**src/verilog/gpcr_params.svh**
```systemverilog
// Constants for the graphics port configuration cycle router.
`ifndef GPCR_PARAMS_SVH
`define GPCR_PARAMS_SVH

// Processor I/O locations of the pointer and of the data window.
`define GPCR_PTR_IO_ADDR    16'h0CF8
`define GPCR_DATA_IO_ADDR   16'h0CFC
// Pointer reset value and the mask of bits that really store a value.
`define GPCR_PTR_RESET      32'h00000000
`define GPCR_PTR_KEEP_MASK  32'h80FFFFFC
// Pointer field positions.
`define GPCR_EN_BIT         31
`define GPCR_BUS_HI         23
`define GPCR_BUS_LO         16
`define GPCR_DEV_HI         15
`define GPCR_DEV_LO         11
`define GPCR_FREG_HI        10
`define GPCR_FREG_LO        2
// Full dword byte enable, primary bus number and Type 1 low address code.
`define GPCR_DWORD_BE       4'hF
`define GPCR_PRIMARY_BUS    8'h00
`define GPCR_TYPE1_LOW      2'h1
`define GPCR_TYPE0_LOW      2'h0

`endif

```
**src/verilog/gpcr_pkg.sv**
```systemverilog
// Types shared by the graphics port configuration cycle router.
package gpcr_pkg;

	// Sequencer states.
	typedef enum logic [1:0] {
		GPCR_IDLE     = 2'b00,
		GPCR_GFX_WAIT = 2'b01,
		GPCR_HUB_WAIT = 2'b10
	} gpcr_state_t;

	// Kind of cycle sent down the hub link.
	typedef enum logic [1:0] {
		GPCR_HUB_IO      = 2'b00,
		GPCR_HUB_CFG_T0  = 2'b01,
		GPCR_HUB_CFG_T1  = 2'b10
	} gpcr_hub_kind_t;

endpackage

```
**src/verilog/gpcr_cfg_ptr.sv**
```systemverilog
// Configuration address pointer storage with reserved bits held at zero.
`include "gpcr_params.svh"

module gpcr_cfg_ptr
	import gpcr_pkg::*;
(
	input  wire logic        clock,    // Core clock.
	input  wire logic        resetn,   // Asynchronous reset, active low.
	input  wire logic        wr_en,    // Dword write strobe.
	input  wire logic [31:0] wr_data,  // Value written by the processor.
	output logic      [31:0] ptr_q     // Stored pointer.
);

	logic [31:0] ptr_r;
	logic [31:0] ptr_nxt;

	// Reserved bits never store, so they always read back as zero.
	assign ptr_nxt = wr_en ? (wr_data & `GPCR_PTR_KEEP_MASK) : ptr_r;
	assign ptr_q   = ptr_r;

	// Pointer register, cleared by reset.
	always_ff @(posedge clock or negedge resetn) begin
		if (!resetn) begin
			ptr_r <= `GPCR_PTR_RESET;
		end else begin
			ptr_r <= ptr_nxt;
		end
	end

endmodule

```
**src/verilog/gpcr_router.sv**
```systemverilog
// Translates processor configuration accesses into graphics or hub cycles.
//
// Notes on behaviour
// - Primary bus number of the graphics bridge always reads zero.
// - Non-zero bus number equal to secondary bus gives a Type 0 graphics cycle.
// - Device bits pick one-hot line 16+n; device 16 to 31 gives none.
// - Bus above secondary, up to subordinate, gives a Type 1 graphics cycle.
// - Pointer at I/O 0CF8h, 32 bits, resets to zero, dword read/write.
// - Byte or word accesses to the pointer go to the hub link as I/O.
// - Pointer bit 31 enables configuration access; bits 30:24 reserved.
// - Pointer holds bus, device, function and register of next access.
// - Data window reaches only the dword the pointer selects.
// - Fields map to address lines 23:16, 15:11, 10:8, 7:2; 1:0 reserved.
// - Type 0 with device above 15 runs without select; abort is reported.
// - Non-zero bus outside the graphics range goes to hub as Type 1.
// - Data window becomes a configuration access only while enabled.
`include "gpcr_params.svh"

module gpcr_router
	import gpcr_pkg::*;
#(
	parameter int IO_ADDR_W = 16
)(
	input  wire logic                 clock,          // Core clock.
	input  wire logic                 resetn,         // Async reset, low.
	input  wire logic                 io_req,         // Processor I/O strobe.
	input  wire logic                 io_write,       // 1 write, 0 read.
	input  wire logic [IO_ADDR_W-1:0] io_addr,        // I/O byte address.
	input  wire logic [3:0]           io_be,          // Byte enables.
	input  wire logic [31:0]          io_wdata,       // Write data.
	output logic                      io_ack,         // Answer pulse.
	output logic      [31:0]          io_rdata,       // Read data.
	output logic                      io_busy,        // Access in flight.
	input  wire logic [7:0]           sec_bus,        // Secondary bus number.
	input  wire logic [7:0]           sub_bus,        // Subordinate bus number.
	output logic      [7:0]           primary_bus,    // Primary bus number.
	output logic                      gfx_req,        // Graphics cycle pulse.
	output logic                      gfx_type1,      // 1 Type 1, 0 Type 0.
	output logic                      gfx_write,      // Config write.
	output logic      [31:0]          gfx_addr,       // Address lines.
	output logic      [3:0]           gfx_be,         // Byte enables.
	output logic      [31:0]          gfx_wdata,      // Write data.
	input  wire logic                 gfx_done,       // Cycle finished.
	input  wire logic                 gfx_abort,      // Finished by abort.
	input  wire logic [31:0]          gfx_rdata,      // Read data.
	output logic                      gfx_abort_rec,  // Abort to bridge status.
	output logic                      hub_link_req,   // Hub link pulse.
	output logic      [1:0]           hub_link_kind,  // Hub cycle kind.
	output logic                      hub_link_write, // Hub write.
	output logic      [31:0]          hub_link_addr,  // Hub address.
	output logic      [3:0]           hub_link_be,    // Hub byte enables.
	output logic      [31:0]          hub_link_wdata, // Hub write data.
	input  wire logic                 hub_link_done,  // Hub cycle finished.
	input  wire logic [31:0]          hub_link_rdata  // Hub read data.
);

	////////////////////////////////////////////////////////////////////////
	// Elaboration check and helper functions.

	if (IO_ADDR_W < 16) begin : g_bad_width
		$error("gpcr_router: IO_ADDR_W must be at least 16");
	end

	// One-hot select from the device field; devices 16 and up select none.
	function automatic logic [15:0] idsel_of(input logic [4:0] dev);
		logic [15:0] sel;
		sel = 16'h0000;
		if (!dev[4]) begin
			sel[dev[3:0]] = 1'b1;
		end
		return sel;
	endfunction

	// Dword-aligned address compare used for both I/O locations.
	function automatic logic at_dword(input logic [IO_ADDR_W-1:0] a,
	                                  input logic [15:0] loc);
		return (a[IO_ADDR_W-1:2] == (IO_ADDR_W-2)'(loc[15:2]));
	endfunction

	////////////////////////////////////////////////////////////////////////
	// Pointer and decode.

	logic [31:0] ptr_q;
	logic        ptr_wr;

	gpcr_cfg_ptr u_ptr (
		.clock   (clock),
		.resetn  (resetn),
		.wr_en   (ptr_wr),
		.wr_data (io_wdata),
		.ptr_q   (ptr_q)
	);

	gpcr_state_t state_r;
	gpcr_state_t state_nxt;

	wire       idle       = (state_r == GPCR_IDLE);
	wire       take       = io_req && idle;
	wire       hit_ptr    = at_dword(io_addr, `GPCR_PTR_IO_ADDR);
	wire       hit_data   = at_dword(io_addr, `GPCR_DATA_IO_ADDR);
	wire       is_dword   = (io_be == `GPCR_DWORD_BE);
	wire       ptr_local  = take && hit_ptr && is_dword;
	wire       cfg_en     = ptr_q[`GPCR_EN_BIT];
	wire       cfg_access = take && hit_data && cfg_en;
	wire [7:0] bus        = ptr_q[`GPCR_BUS_HI:`GPCR_BUS_LO];
	wire [4:0] dev        = ptr_q[`GPCR_DEV_HI:`GPCR_DEV_LO];
	wire       bus_zero   = (bus == 8'h00);
	wire       to_t0      = !bus_zero && (bus == sec_bus);
	wire       to_t1      = !bus_zero && (bus > sec_bus)
	                        && (bus <= sub_bus);
	wire       to_gfx     = cfg_access && (to_t0 || to_t1);

	assign ptr_wr = ptr_local && io_write;

	// Type 0 puts the select pattern on the upper lines; Type 1 carries the
	// whole target unchanged so the bridge further down can decode it.
	wire [31:0] t0_addr = {idsel_of(dev), 5'h00,
	                       ptr_q[`GPCR_FREG_HI:`GPCR_FREG_LO],
	                       `GPCR_TYPE0_LOW};
	wire [31:0] t1_addr = {8'h00, ptr_q[`GPCR_BUS_HI:`GPCR_FREG_LO],
	                       `GPCR_TYPE1_LOW};
	wire [31:0] io_addr32 = {{(32-16){1'b0}}, io_addr[15:0]};

	////////////////////////////////////////////////////////////////////////
	// Output registers.

	logic        io_ack_r,   io_ack_nxt;
	logic [31:0] io_rdata_r, io_rdata_nxt;
	logic        gfx_req_r,  gfx_req_nxt;
	logic        gfx_t1_r,   gfx_t1_nxt;
	logic        gfx_wr_r,   gfx_wr_nxt;
	logic [31:0] gfx_addr_r, gfx_addr_nxt;
	logic [3:0]  gfx_be_r,   gfx_be_nxt;
	logic [31:0] gfx_wd_r,   gfx_wd_nxt;
	logic        abort_r,    abort_nxt;
	logic        hub_req_r,  hub_req_nxt;
	logic [1:0]  hub_kind_r, hub_kind_nxt;
	logic        hub_wr_r,   hub_wr_nxt;
	logic [31:0] hub_addr_r, hub_addr_nxt;
	logic [3:0]  hub_be_r,   hub_be_nxt;
	logic [31:0] hub_wd_r,   hub_wd_nxt;
	logic [7:0]  prim_r;
	logic        busy_r;

	// Sequencer: one request at a time; new strobes while busy are ignored,
	// which keeps the pointer stable for the whole forwarded cycle.
	always_comb begin
		state_nxt    = state_r;
		io_ack_nxt   = 1'b0;
		io_rdata_nxt = io_rdata_r;
		gfx_req_nxt  = 1'b0;
		gfx_t1_nxt   = gfx_t1_r;
		gfx_wr_nxt   = gfx_wr_r;
		gfx_addr_nxt = gfx_addr_r;
		gfx_be_nxt   = gfx_be_r;
		gfx_wd_nxt   = gfx_wd_r;
		abort_nxt    = 1'b0;
		hub_req_nxt  = 1'b0;
		hub_kind_nxt = hub_kind_r;
		hub_wr_nxt   = hub_wr_r;
		hub_addr_nxt = hub_addr_r;
		hub_be_nxt   = hub_be_r;
		hub_wd_nxt   = hub_wd_r;
		case (state_r)
			GPCR_IDLE: begin
				if (ptr_local) begin
					io_ack_nxt   = 1'b1;
					io_rdata_nxt = io_write ? io_rdata_r : ptr_q;
				end else if (to_gfx) begin
					state_nxt    = GPCR_GFX_WAIT;
					gfx_req_nxt  = 1'b1;
					gfx_t1_nxt   = to_t1;
					gfx_wr_nxt   = io_write;
					gfx_addr_nxt = to_t1 ? t1_addr : t0_addr;
					gfx_be_nxt   = io_be;
					gfx_wd_nxt   = io_wdata;
				end else if (cfg_access) begin
					state_nxt    = GPCR_HUB_WAIT;
					hub_req_nxt  = 1'b1;
					hub_kind_nxt = bus_zero ? GPCR_HUB_CFG_T0
					                        : GPCR_HUB_CFG_T1;
					hub_wr_nxt   = io_write;
					hub_addr_nxt = bus_zero
					             ? {ptr_q[31:2], `GPCR_TYPE0_LOW}
					             : t1_addr;
					hub_be_nxt   = io_be;
					hub_wd_nxt   = io_wdata;
				end else if (take) begin
					// Partial pointer accesses, a disabled window and every
					// other location go down as plain I/O.
					state_nxt    = GPCR_HUB_WAIT;
					hub_req_nxt  = 1'b1;
					hub_kind_nxt = GPCR_HUB_IO;
					hub_wr_nxt   = io_write;
					hub_addr_nxt = io_addr32;
					hub_be_nxt   = io_be;
					hub_wd_nxt   = io_wdata;
				end
			end
			GPCR_GFX_WAIT: begin
				if (gfx_done) begin
					state_nxt    = GPCR_IDLE;
					io_ack_nxt   = 1'b1;
					io_rdata_nxt = gfx_wr_r ? io_rdata_r : gfx_rdata;
					abort_nxt    = gfx_abort;
				end
			end
			GPCR_HUB_WAIT: begin
				if (hub_link_done) begin
					state_nxt    = GPCR_IDLE;
					io_ack_nxt   = 1'b1;
					io_rdata_nxt = hub_wr_r ? io_rdata_r : hub_link_rdata;
				end
			end
			default: begin
				state_nxt = GPCR_IDLE;
			end
		endcase
	end

	// State and handshake flops.
	always_ff @(posedge clock or negedge resetn) begin
		if (!resetn) begin
			state_r     <= GPCR_IDLE;
			busy_r      <= 1'b0;
			io_ack_r    <= 1'b0;
			gfx_req_r   <= 1'b0;
			hub_req_r   <= 1'b0;
			abort_r     <= 1'b0;
			prim_r      <= `GPCR_PRIMARY_BUS;
		end else begin
			state_r     <= state_nxt;
			busy_r      <= (state_nxt != GPCR_IDLE); // Port straight from a flop.
			io_ack_r    <= io_ack_nxt;
			gfx_req_r   <= gfx_req_nxt;
			hub_req_r   <= hub_req_nxt;
			abort_r     <= abort_nxt;
			prim_r      <= `GPCR_PRIMARY_BUS;
		end
	end

	// Data-path flops.
	always_ff @(posedge clock or negedge resetn) begin
		if (!resetn) begin
			io_rdata_r  <= 32'h00000000;
			gfx_t1_r    <= 1'b0;
			gfx_wr_r    <= 1'b0;
			gfx_addr_r  <= 32'h00000000;
			gfx_be_r    <= 4'h0;
			gfx_wd_r    <= 32'h00000000;
			hub_kind_r  <= GPCR_HUB_IO;
			hub_wr_r    <= 1'b0;
			hub_addr_r  <= 32'h00000000;
			hub_be_r    <= 4'h0;
			hub_wd_r    <= 32'h00000000;
		end else begin
			io_rdata_r  <= io_rdata_nxt;
			gfx_t1_r    <= gfx_t1_nxt;
			gfx_wr_r    <= gfx_wr_nxt;
			gfx_addr_r  <= gfx_addr_nxt;
			gfx_be_r    <= gfx_be_nxt;
			gfx_wd_r    <= gfx_wd_nxt;
			hub_kind_r  <= hub_kind_nxt;
			hub_wr_r    <= hub_wr_nxt;
			hub_addr_r  <= hub_addr_nxt;
			hub_be_r    <= hub_be_nxt;
			hub_wd_r    <= hub_wd_nxt;
		end
	end

	////////////////////////////////////////////////////////////////////////
	// Port drivers, all straight from flops.

	assign io_ack         = io_ack_r;
	assign io_rdata       = io_rdata_r;
	assign io_busy        = busy_r;
	assign primary_bus    = prim_r;
	assign gfx_req        = gfx_req_r;
	assign gfx_type1      = gfx_t1_r;
	assign gfx_write      = gfx_wr_r;
	assign gfx_addr       = gfx_addr_r;
	assign gfx_be         = gfx_be_r;
	assign gfx_wdata      = gfx_wd_r;
	assign gfx_abort_rec  = abort_r;
	assign hub_link_req   = hub_req_r;
	assign hub_link_kind  = hub_kind_r;
	assign hub_link_write = hub_wr_r;
	assign hub_link_addr  = hub_addr_r;
	assign hub_link_be    = hub_be_r;
	assign hub_link_wdata = hub_wd_r;

endmodule

```
**config.mk**
```make
export PLATFORM = sky130hd
export DESIGN_NAME = gpcr_router
export DESIGN_NICKNAME = d
export VERILOG_FILES = /design/src/verilog/gpcr_pkg.sv /design/src/verilog/gpcr_cfg_ptr.sv /design/src/verilog/gpcr_router.sv
export VERILOG_INCLUDE_DIRS = /design/src /design/src/verilog
export SDC_FILE = /design/constraint.sdc
export NUM_CORES = 1
export LEC_CHECK = 0
export ABC_AREA = 1
export BUFFER_PORTS_ARGS = -buffer_cell sky130_fd_sc_hd__buf_2
export CAP_MARGIN = 0
export CORE_MARGIN = 5
export CORE_UTILIZATION = 45
export DETAILED_ROUTE_END_ITERATION = 12
export MAX_ROUTING_LAYER = met4
export PLACE_DENSITY = 0.73
export SLEW_MARGIN = 20
export SYNTH_ARGS = -nofsm -noshare
export SYNTH_HDL_FRONTEND = slang
export SYNTH_SLANG_ARGS = --single-unit
```
**constraint.sdc**
```tcl
create_clock -name clock -period 3 [get_ports clock]
set_clock_uncertainty 0.2 [all_clocks]
set_input_delay 0.15 -clock clock [delete_from_list [all_inputs] [get_ports clock]]
set_output_delay 0.15 -clock clock [all_outputs]
set_load 0.02 [all_outputs]
```
## Word-level counts from Yosys, hierarchy flattened

Cells that the tools add are included.

- Flip-flop bits (word level): 203
- Bits in latches: 0
- Bits in writable memories: 0
- ROM bits: 0
- Input port bits: 139
- Output and inout port bits: 186
- Memories: 0

- Add/subtract/negate cells: 0
- $mul: 0
- Div/mod/pow operators: 0
- Order comparisons: 4
- Equal/unequal tests: 12
- Shifts and indexed selects: 0
- Muxes and demuxes: 44
- Bitwise logic cells: 2
- Reductions and logical operators: 21

Operators with widths:

| kind | count |
|---|---|
| 2-to-1 mux 32 bit | 12 |
| one-hot mux 32 bit (3 select lines) | 1 |
| == test 14 x 10 -> 1 bit, second input constant | 2 |
| 2-to-1 mux 2 bit | 9 |
| 2-to-1 mux 1 bit | 16 |
| 2-to-1 mux 16 bit | 1 |
| logical AND 1 bit | 11 |
| inequality test 2 bit, second input constant | 5 |
| == test 8 bit | 1 |
| greater-than comparator 8 bit | 1 |
| less-or-equal comparator 8 bit | 1 |
| zero test 8 bit | 1 |
| 2-to-1 mux 4 bit | 2 |
| AND reduction 7 bit | 1 |
| one-hot mux 2 bit (3 select lines) | 1 |
| < comparator 4 x 5 -> 1 bit, second input constant | 1 |
| demux 1 bit (select 4 bit) | 1 |
| == test 4 bit, second input constant | 1 |
| greater-or-equal comparator 4 x 1 -> 1 bit, second input constant | 1 |
| AND reduction 4 bit | 1 |
| nonzero test 2 bit | 2 |
| one-hot mux 1 bit (3 select lines) | 1 |
| AND reduction 3 bit | 1 |
| nonzero test 3 bit | 1 |
| other kinds (7) | 8 |

## Depth between registers and ports, before layout

- Depth in word-level cells: 10
- Mapped depth: 17

## Hierarchy

A second synthesis with hierarchy kept.

- Cells, all modules: 1201
- Area, all modules: 9624.2 um^2

Modules (own cells, without submodules):

| module | times used | cells an instance | area an instance (um^2) |
|---|---|---|---|
| gpcr_router | 1 | 1094 | 8677.1 |
| gpcr_cfg_ptr | 1 | 107 | 947.2 |

## Worst setup path after synthesis

No wires, ideal clock.

- Kind: register to register
- Start point: register state_r[0]
- End point: register gfx_be_r[1], in the netlist gfx_be[1]
- Arrival time: 1.864 ns
- Required time: 2.683 ns
- Setup slack: 0.819 ns
- Stages on the path, launching flop included: 16
- Period minus slack after synthesis: 2.181 ns
- Cells stage by stage: dfrtp_1 inv_1 ha_1 nand2_1 inv_2 nand2_1 nor2_1 nand2_1 nor2_4 nand3_2 nand2_2 inv_2 buf_6 buf_2 nor2_1 nor2_1

- Word-level cells in the longest chain between the ends: 6
- Elaborated cells on any way between the ends: 9
- Classes of those cells: 1 x bitwise; 8 x reduce/logical

Ends and longest elaborated chain:

| item | line | source |
|---|---|---|
| from (decl) | gpcr_router.sv:94 | `gpcr_state_t state_r;` |
| from (signal assigned) | gpcr_router.sv:232 | `state_r <= state_nxt;` |
| zero test 2 bit (*) | gpcr_router.sv:97, gpcr_router.sv:164 |  |
| logical AND 1 bit | gpcr_router.sv:98 | `wire take = io_req && idle;` |
| logical AND 1 bit, on equally long branches (2 in a row) | gpcr_router.sv:104, gpcr_router.sv:102 |  |
| logical AND 1 bit or inverter 1 bit (tied branches) | - |  |
| AND reduction 3 bit (no line) (*) | - |  |
| to (signal assigned) | gpcr_router.sv:261 | `gfx_be_r <= gfx_be_nxt;` |
| to (decl) | gpcr_router.sv:133 | `logic [3:0] gfx_be_r, gfx_be_nxt;` |

Every way passes the cells marked *; elsewhere a longest branch is shown, timed or not.
A chain may end at the register's enable or synchronous reset.

## Final worst setup path

- Start point: register u_ptr.ptr_r[16], in the netlist u_ptr.ptr_q[16]
- End point: register hub_wd_r[2], in the netlist hub_link_wdata[2]

- Word-level cells in the longest chain between the ends: 8
- Elaborated cells on any way between the ends: 12
- Classes of those cells: 2 x order compare; 1 x eq/ne; 1 x bitwise; 8 x reduce/logical

Ends and longest elaborated chain:

| item | line | source |
|---|---|---|
| from (decl) | gpcr_cfg_ptr.sv:14 | `logic [31:0] ptr_r;` |
| from (signal assigned) | gpcr_cfg_ptr.sv:24 | `` ptr_r <= `GPCR_PTR_RESET; `` |
| from (signal assigned) | gpcr_cfg_ptr.sv:26 | `ptr_r <= ptr_nxt;` |
| branches (longest 4 deep; another with greater-than comparator 8 bit) | - |  |
| logical OR 1 bit (*) | gpcr_router.sv:111 | `wire to_gfx = cfg_access && (to_t0 \|\| to_t1);` |
| logical AND 1 bit (*) | gpcr_router.sv:111 |  |
| inverter 1 bit (no line) (*) | - |  |
| AND reduction 4 bit (no line) (*) | - |  |
| to (signal assigned) | gpcr_router.sv:267 | `hub_wd_r <= hub_wd_nxt;` |
| to (decl) | gpcr_router.sv:141 | `logic [31:0] hub_wd_r, hub_wd_nxt;` |

Every way passes the cells marked *.

==> flow_metrics.py <==
metrics = {
    "sta": {
        "period_needed_ns": 2.80,
        "post-route-period-util_pct": 93.4,
        "holdWs_ns": 0.0183,
        "slew_viol_final": 0,
        "setup_viol": 0,
        "setup_tns_ns": 0,
        "fmax_ghz": 0.357,
        "finalHoldViolCount": 0,
        "tightest_slew_ns": 0.728,
        "maxSlewHeadroom_pct": 51.4,
    },
    "synth": {
        "synth_top_area_share_pct": 53.7,
        "yosysUniqueCellTypes": 33,
        "yosys_warnings": 0,
        "ys_ff_latch": 194,
        "ys_seq_area_share_pct": 53.7,
        "async_reset_ff_share_pct": 100,
        "synth_flop_cell": "dfrtp_1",
        "avgSynthCellArea_sq_um": 8.07,
        "yosys.area.top_type": "dfrtp_1",
        "ys_top_cells_by_area": "dfrtp_1, nand2_1, nor2_1, o21ai_0, inv_1",
        "synth_area_sq_um": 9050,
        "synth_edf_count": 0,
        "syn_inst": 1121,
    },
    "power_and_ir_drop": {
        "p_leak_nw": 7.06,
        "ir_drop_uv": 462,
        "power_w": 0.00954,
        "power_density_nw_per_um2": 748,
    },
    "global_route": {
        "grt_pass1_vias": 9197,
        "overflow": 0,
        "track_usage_pct": 27.3,
        "grt_max_degree": 80,
        "antenna_found_initial": 1,
        "grt_pass1_wl_mm": 49.2,
    },
    "clocking": {
        "clockRootBuffer": "clkbuf_16",
        "numClockSinks": 194,
        "cts_tree": "yes",
        "clkTransAtPathRegs_ns": 0.08,
        "max-clock-path-buffers": 2,
        "htree_levels": 4,
        "worstSkewPairLatency_ns": 0.43,
        "cts_made_buffers": 17,
    },
    "critical_path": {
        "cp.required_ns": 3.17,
        "critPathBufInv": 4,
        "slowest_delay_ns": 0.38,
        "end_kind": "flip-flop",
        "slowest_stage": "dfrtp_1",
        "r2r_start": "u_ptr.ptr_q[16]$_DFFE_PN0P_",
        "ff2ff_path_depth": 15,
        "worstSetupPathDepth": 15,
        "crit_family": "simple AND/OR/NAND/NOR gates",
        "cp-start-kind": "flip-flop",
        "path_max_fanout": 43,
        "cp.arrival_ns": 2.97,
        "worstPathCellList": "inv_1 -> ha_1 -> nand2_1 -> nor2_1 -> nand2_1 -> o21ai_1 -> a21oi_1 -> nand3_2 -> nand2_4 -> buf_4 -> inv_2 -> nand2_8 -> buf_12 -> nand2_1 -> nand2_1",
        "cp_common_cell": "nand2_1",
        "critPathKind": "flip-flop to flip-flop",
        "startpoint": "u_ptr.ptr_q[16]$_DFFE_PN0P_",
    },
    "layout": {
        "multiInputGateArea_sq_um": 3520,
        "seq_area_sq_um": 4850,
        "drive_gt1_share_pct": 25.1,
        "syn2layout_area_growth_pct": 41.0,
        "final_area_sq_um": 12800,
        "final_util_pct": 64.9,
        "nets": 1709,
        "n_fill_cell": 1637,
    },
    "route": {
        "wl_mm": 30.7,
        "drc_errors": 0,
        "drt_iter0_drc": 733,
        "wl_per_cell_um": 16.8,
        "vias": 9213,
        "vias_per_cell": 5.04,
        "postRouteAntennaNets": 0,
        "first_pass_iters": 6,
    },
    "placed_design": {
        "place_area_sq_um": 10900,
        "hpwl_mm": 21.7,
        "gp_congestion": 0.911,
        "port_buffers": 308,
    },
    "hold_path": {
        "hold_path_class": "input pin to async pin",
    },
    "floorplan": {
        "io_pins": 325,
        "dieHeight_um": 152,
        "die_area_sq_um": 23000,
        "rows": 51,
        "die_width_um": 152,
        "placeableCoreArea_sq_um": 19700,
        "initial_core_util_pct": 46.0,
    },
    "status": {
        "outcome": "finished, final reports clean",
    },
    "run": {
        "cap_violations": 0,
    },
}
-- placed cells by master (no fill, tap or decap), types with 3 or more instances in the layout --
master         Yosys  layout
a21oi_1           61      61
clkbuf_16          0      17
nand3_2            2       3
nand3_1           49      48
nor3_1            16      16
clkinv_4           0       3
nand2_1          367     367
a21boi_0           4       4
buf_2             20     307
inv_2              4       4
a22o_1             9       9
clkbuf_8           0       4
buf_4             21      32
inv_8              0       3
ha_1              21      20
dfrtp_1          194     194
o21bai_1           6       6
conb_1             1      16
nand4_1            4       4
inv_6              0       4
inv_1             95      95
dlygate4sd3_1      0     121
o21ai_0           75      75
nor2_1           127     127
-- sequential cells by signal, summed over array words and instances, names as in the netlist, 2 cells and up --
register and cells:
hub_link_wdata 32, hub_link_be 4, u_ptr.ptr_q 23, gfx_addr 31, hub_link_addr 25, gfx_wdata 32, gfx_be 4, hub_link_kind 2
state_r 2, io_rdata 32
-- where the power goes --
| group | switching (W) | leakage (nW) | internal, W | total [W] |
|---|---|---|---|---|
| logic | 0.00233 | 4.22 | 0.00138 | 0.00371 |
| registers | 0.000319 | 2.56 | 0.00321 | 0.00353 |
| clock network | 0.00108 | 0.291 | 0.00122 | 0.00230 |
| total | 0.00372 | 7.06 | 0.00581 | 0.00954 |
-- repair_timing --
item | 4_1_cts | 5_1_grt
buffers inserted | 0 | 0
resized for setup | 0 | 3
endpoints found under the setup margin | 0 | 48
hold buffers | 121 | 0
hold endpoints to repair | 341 | 0
-- routing by layer --
| layer | share of wire, % | wire length [um] | GRT usage (%) |
|---|---|---|---|
| met2 | 47 | 14300 | 41.7 |
| met4 | 4.5 | 1390 | 12.2 |
| met1 | 42 | 12900 | 35.7 |
| met5 | 0 | 0 | - |
| met3 | 6.8 | 2070 | 5.06 |
-- through the flow --
stage	worst slack, ns	cells
6_report	0.199	1828
5_1_grt	-0.00595	1828
4_1_cts	0.110	1827
3_5_place_dp	0.127	1674
3_3_place_gp	0.0670	1673
2_1_floorplan	0.819	1136
-- Yosys cell counts (6+ instances only) --
master and n:
a21oi_1 61, buf_2 20, clkbuf_1 28, nor3_1 16, ha_1 21, dfrtp_1 194
nand2_1 367, o21bai_1 6, inv_1 95, a22o_1 9, nor2_1 127, o21ai_0 75
buf_4 21, nand3_1 49
-- area by class of cell --
class	count	share of cell area (%)
diodes	1	0.0196
clock buffers	19	3.55
clock inverters	13	1.08
inverters	99	2.91
multi-input cells	772	27.6
flip-flops and latches	194	38.1
well taps	265	2.60
repair buffers	465	24.2
-- final timing paths --
path | slack, ns | to
max | 0.20 | hub_link_wdata[2]$_DFFE_PN0P_
min | 0.02 | gfx_wdata[0]$_DFFE_PN0P_
max reg2reg | 0.20 | hub_link_wdata[2]$_DFFE_PN0P_
min reg2reg | 0.27 | hub_link_wdata[28]$_DFFE_PN0P_
max in group asynchronous | 1.76 | gfx_addr[9]$_DFFE_PN0P_
min in group clock | 0.08 | io_rdata[23]$_DFFE_PN0P_
-- kinds of logic (layout without fill, tap and decap cells) --
group | count (synthesis) | after routing | synth area share, %
AND/OR/NAND/NOR | 575 | 575 | 25.5
flip-flops | 194 | 194 | 53.7
buffers and inverters | 170 | 596 | 8.37
AO/OA/AOI/OAI | 160 | 160 | 9.58
adder cells (fa/ha/maj) | 21 | 21 | 2.90
other | 1 | 17 | 0.0414
No activity file was read; power rests on OpenSTA's default activity.
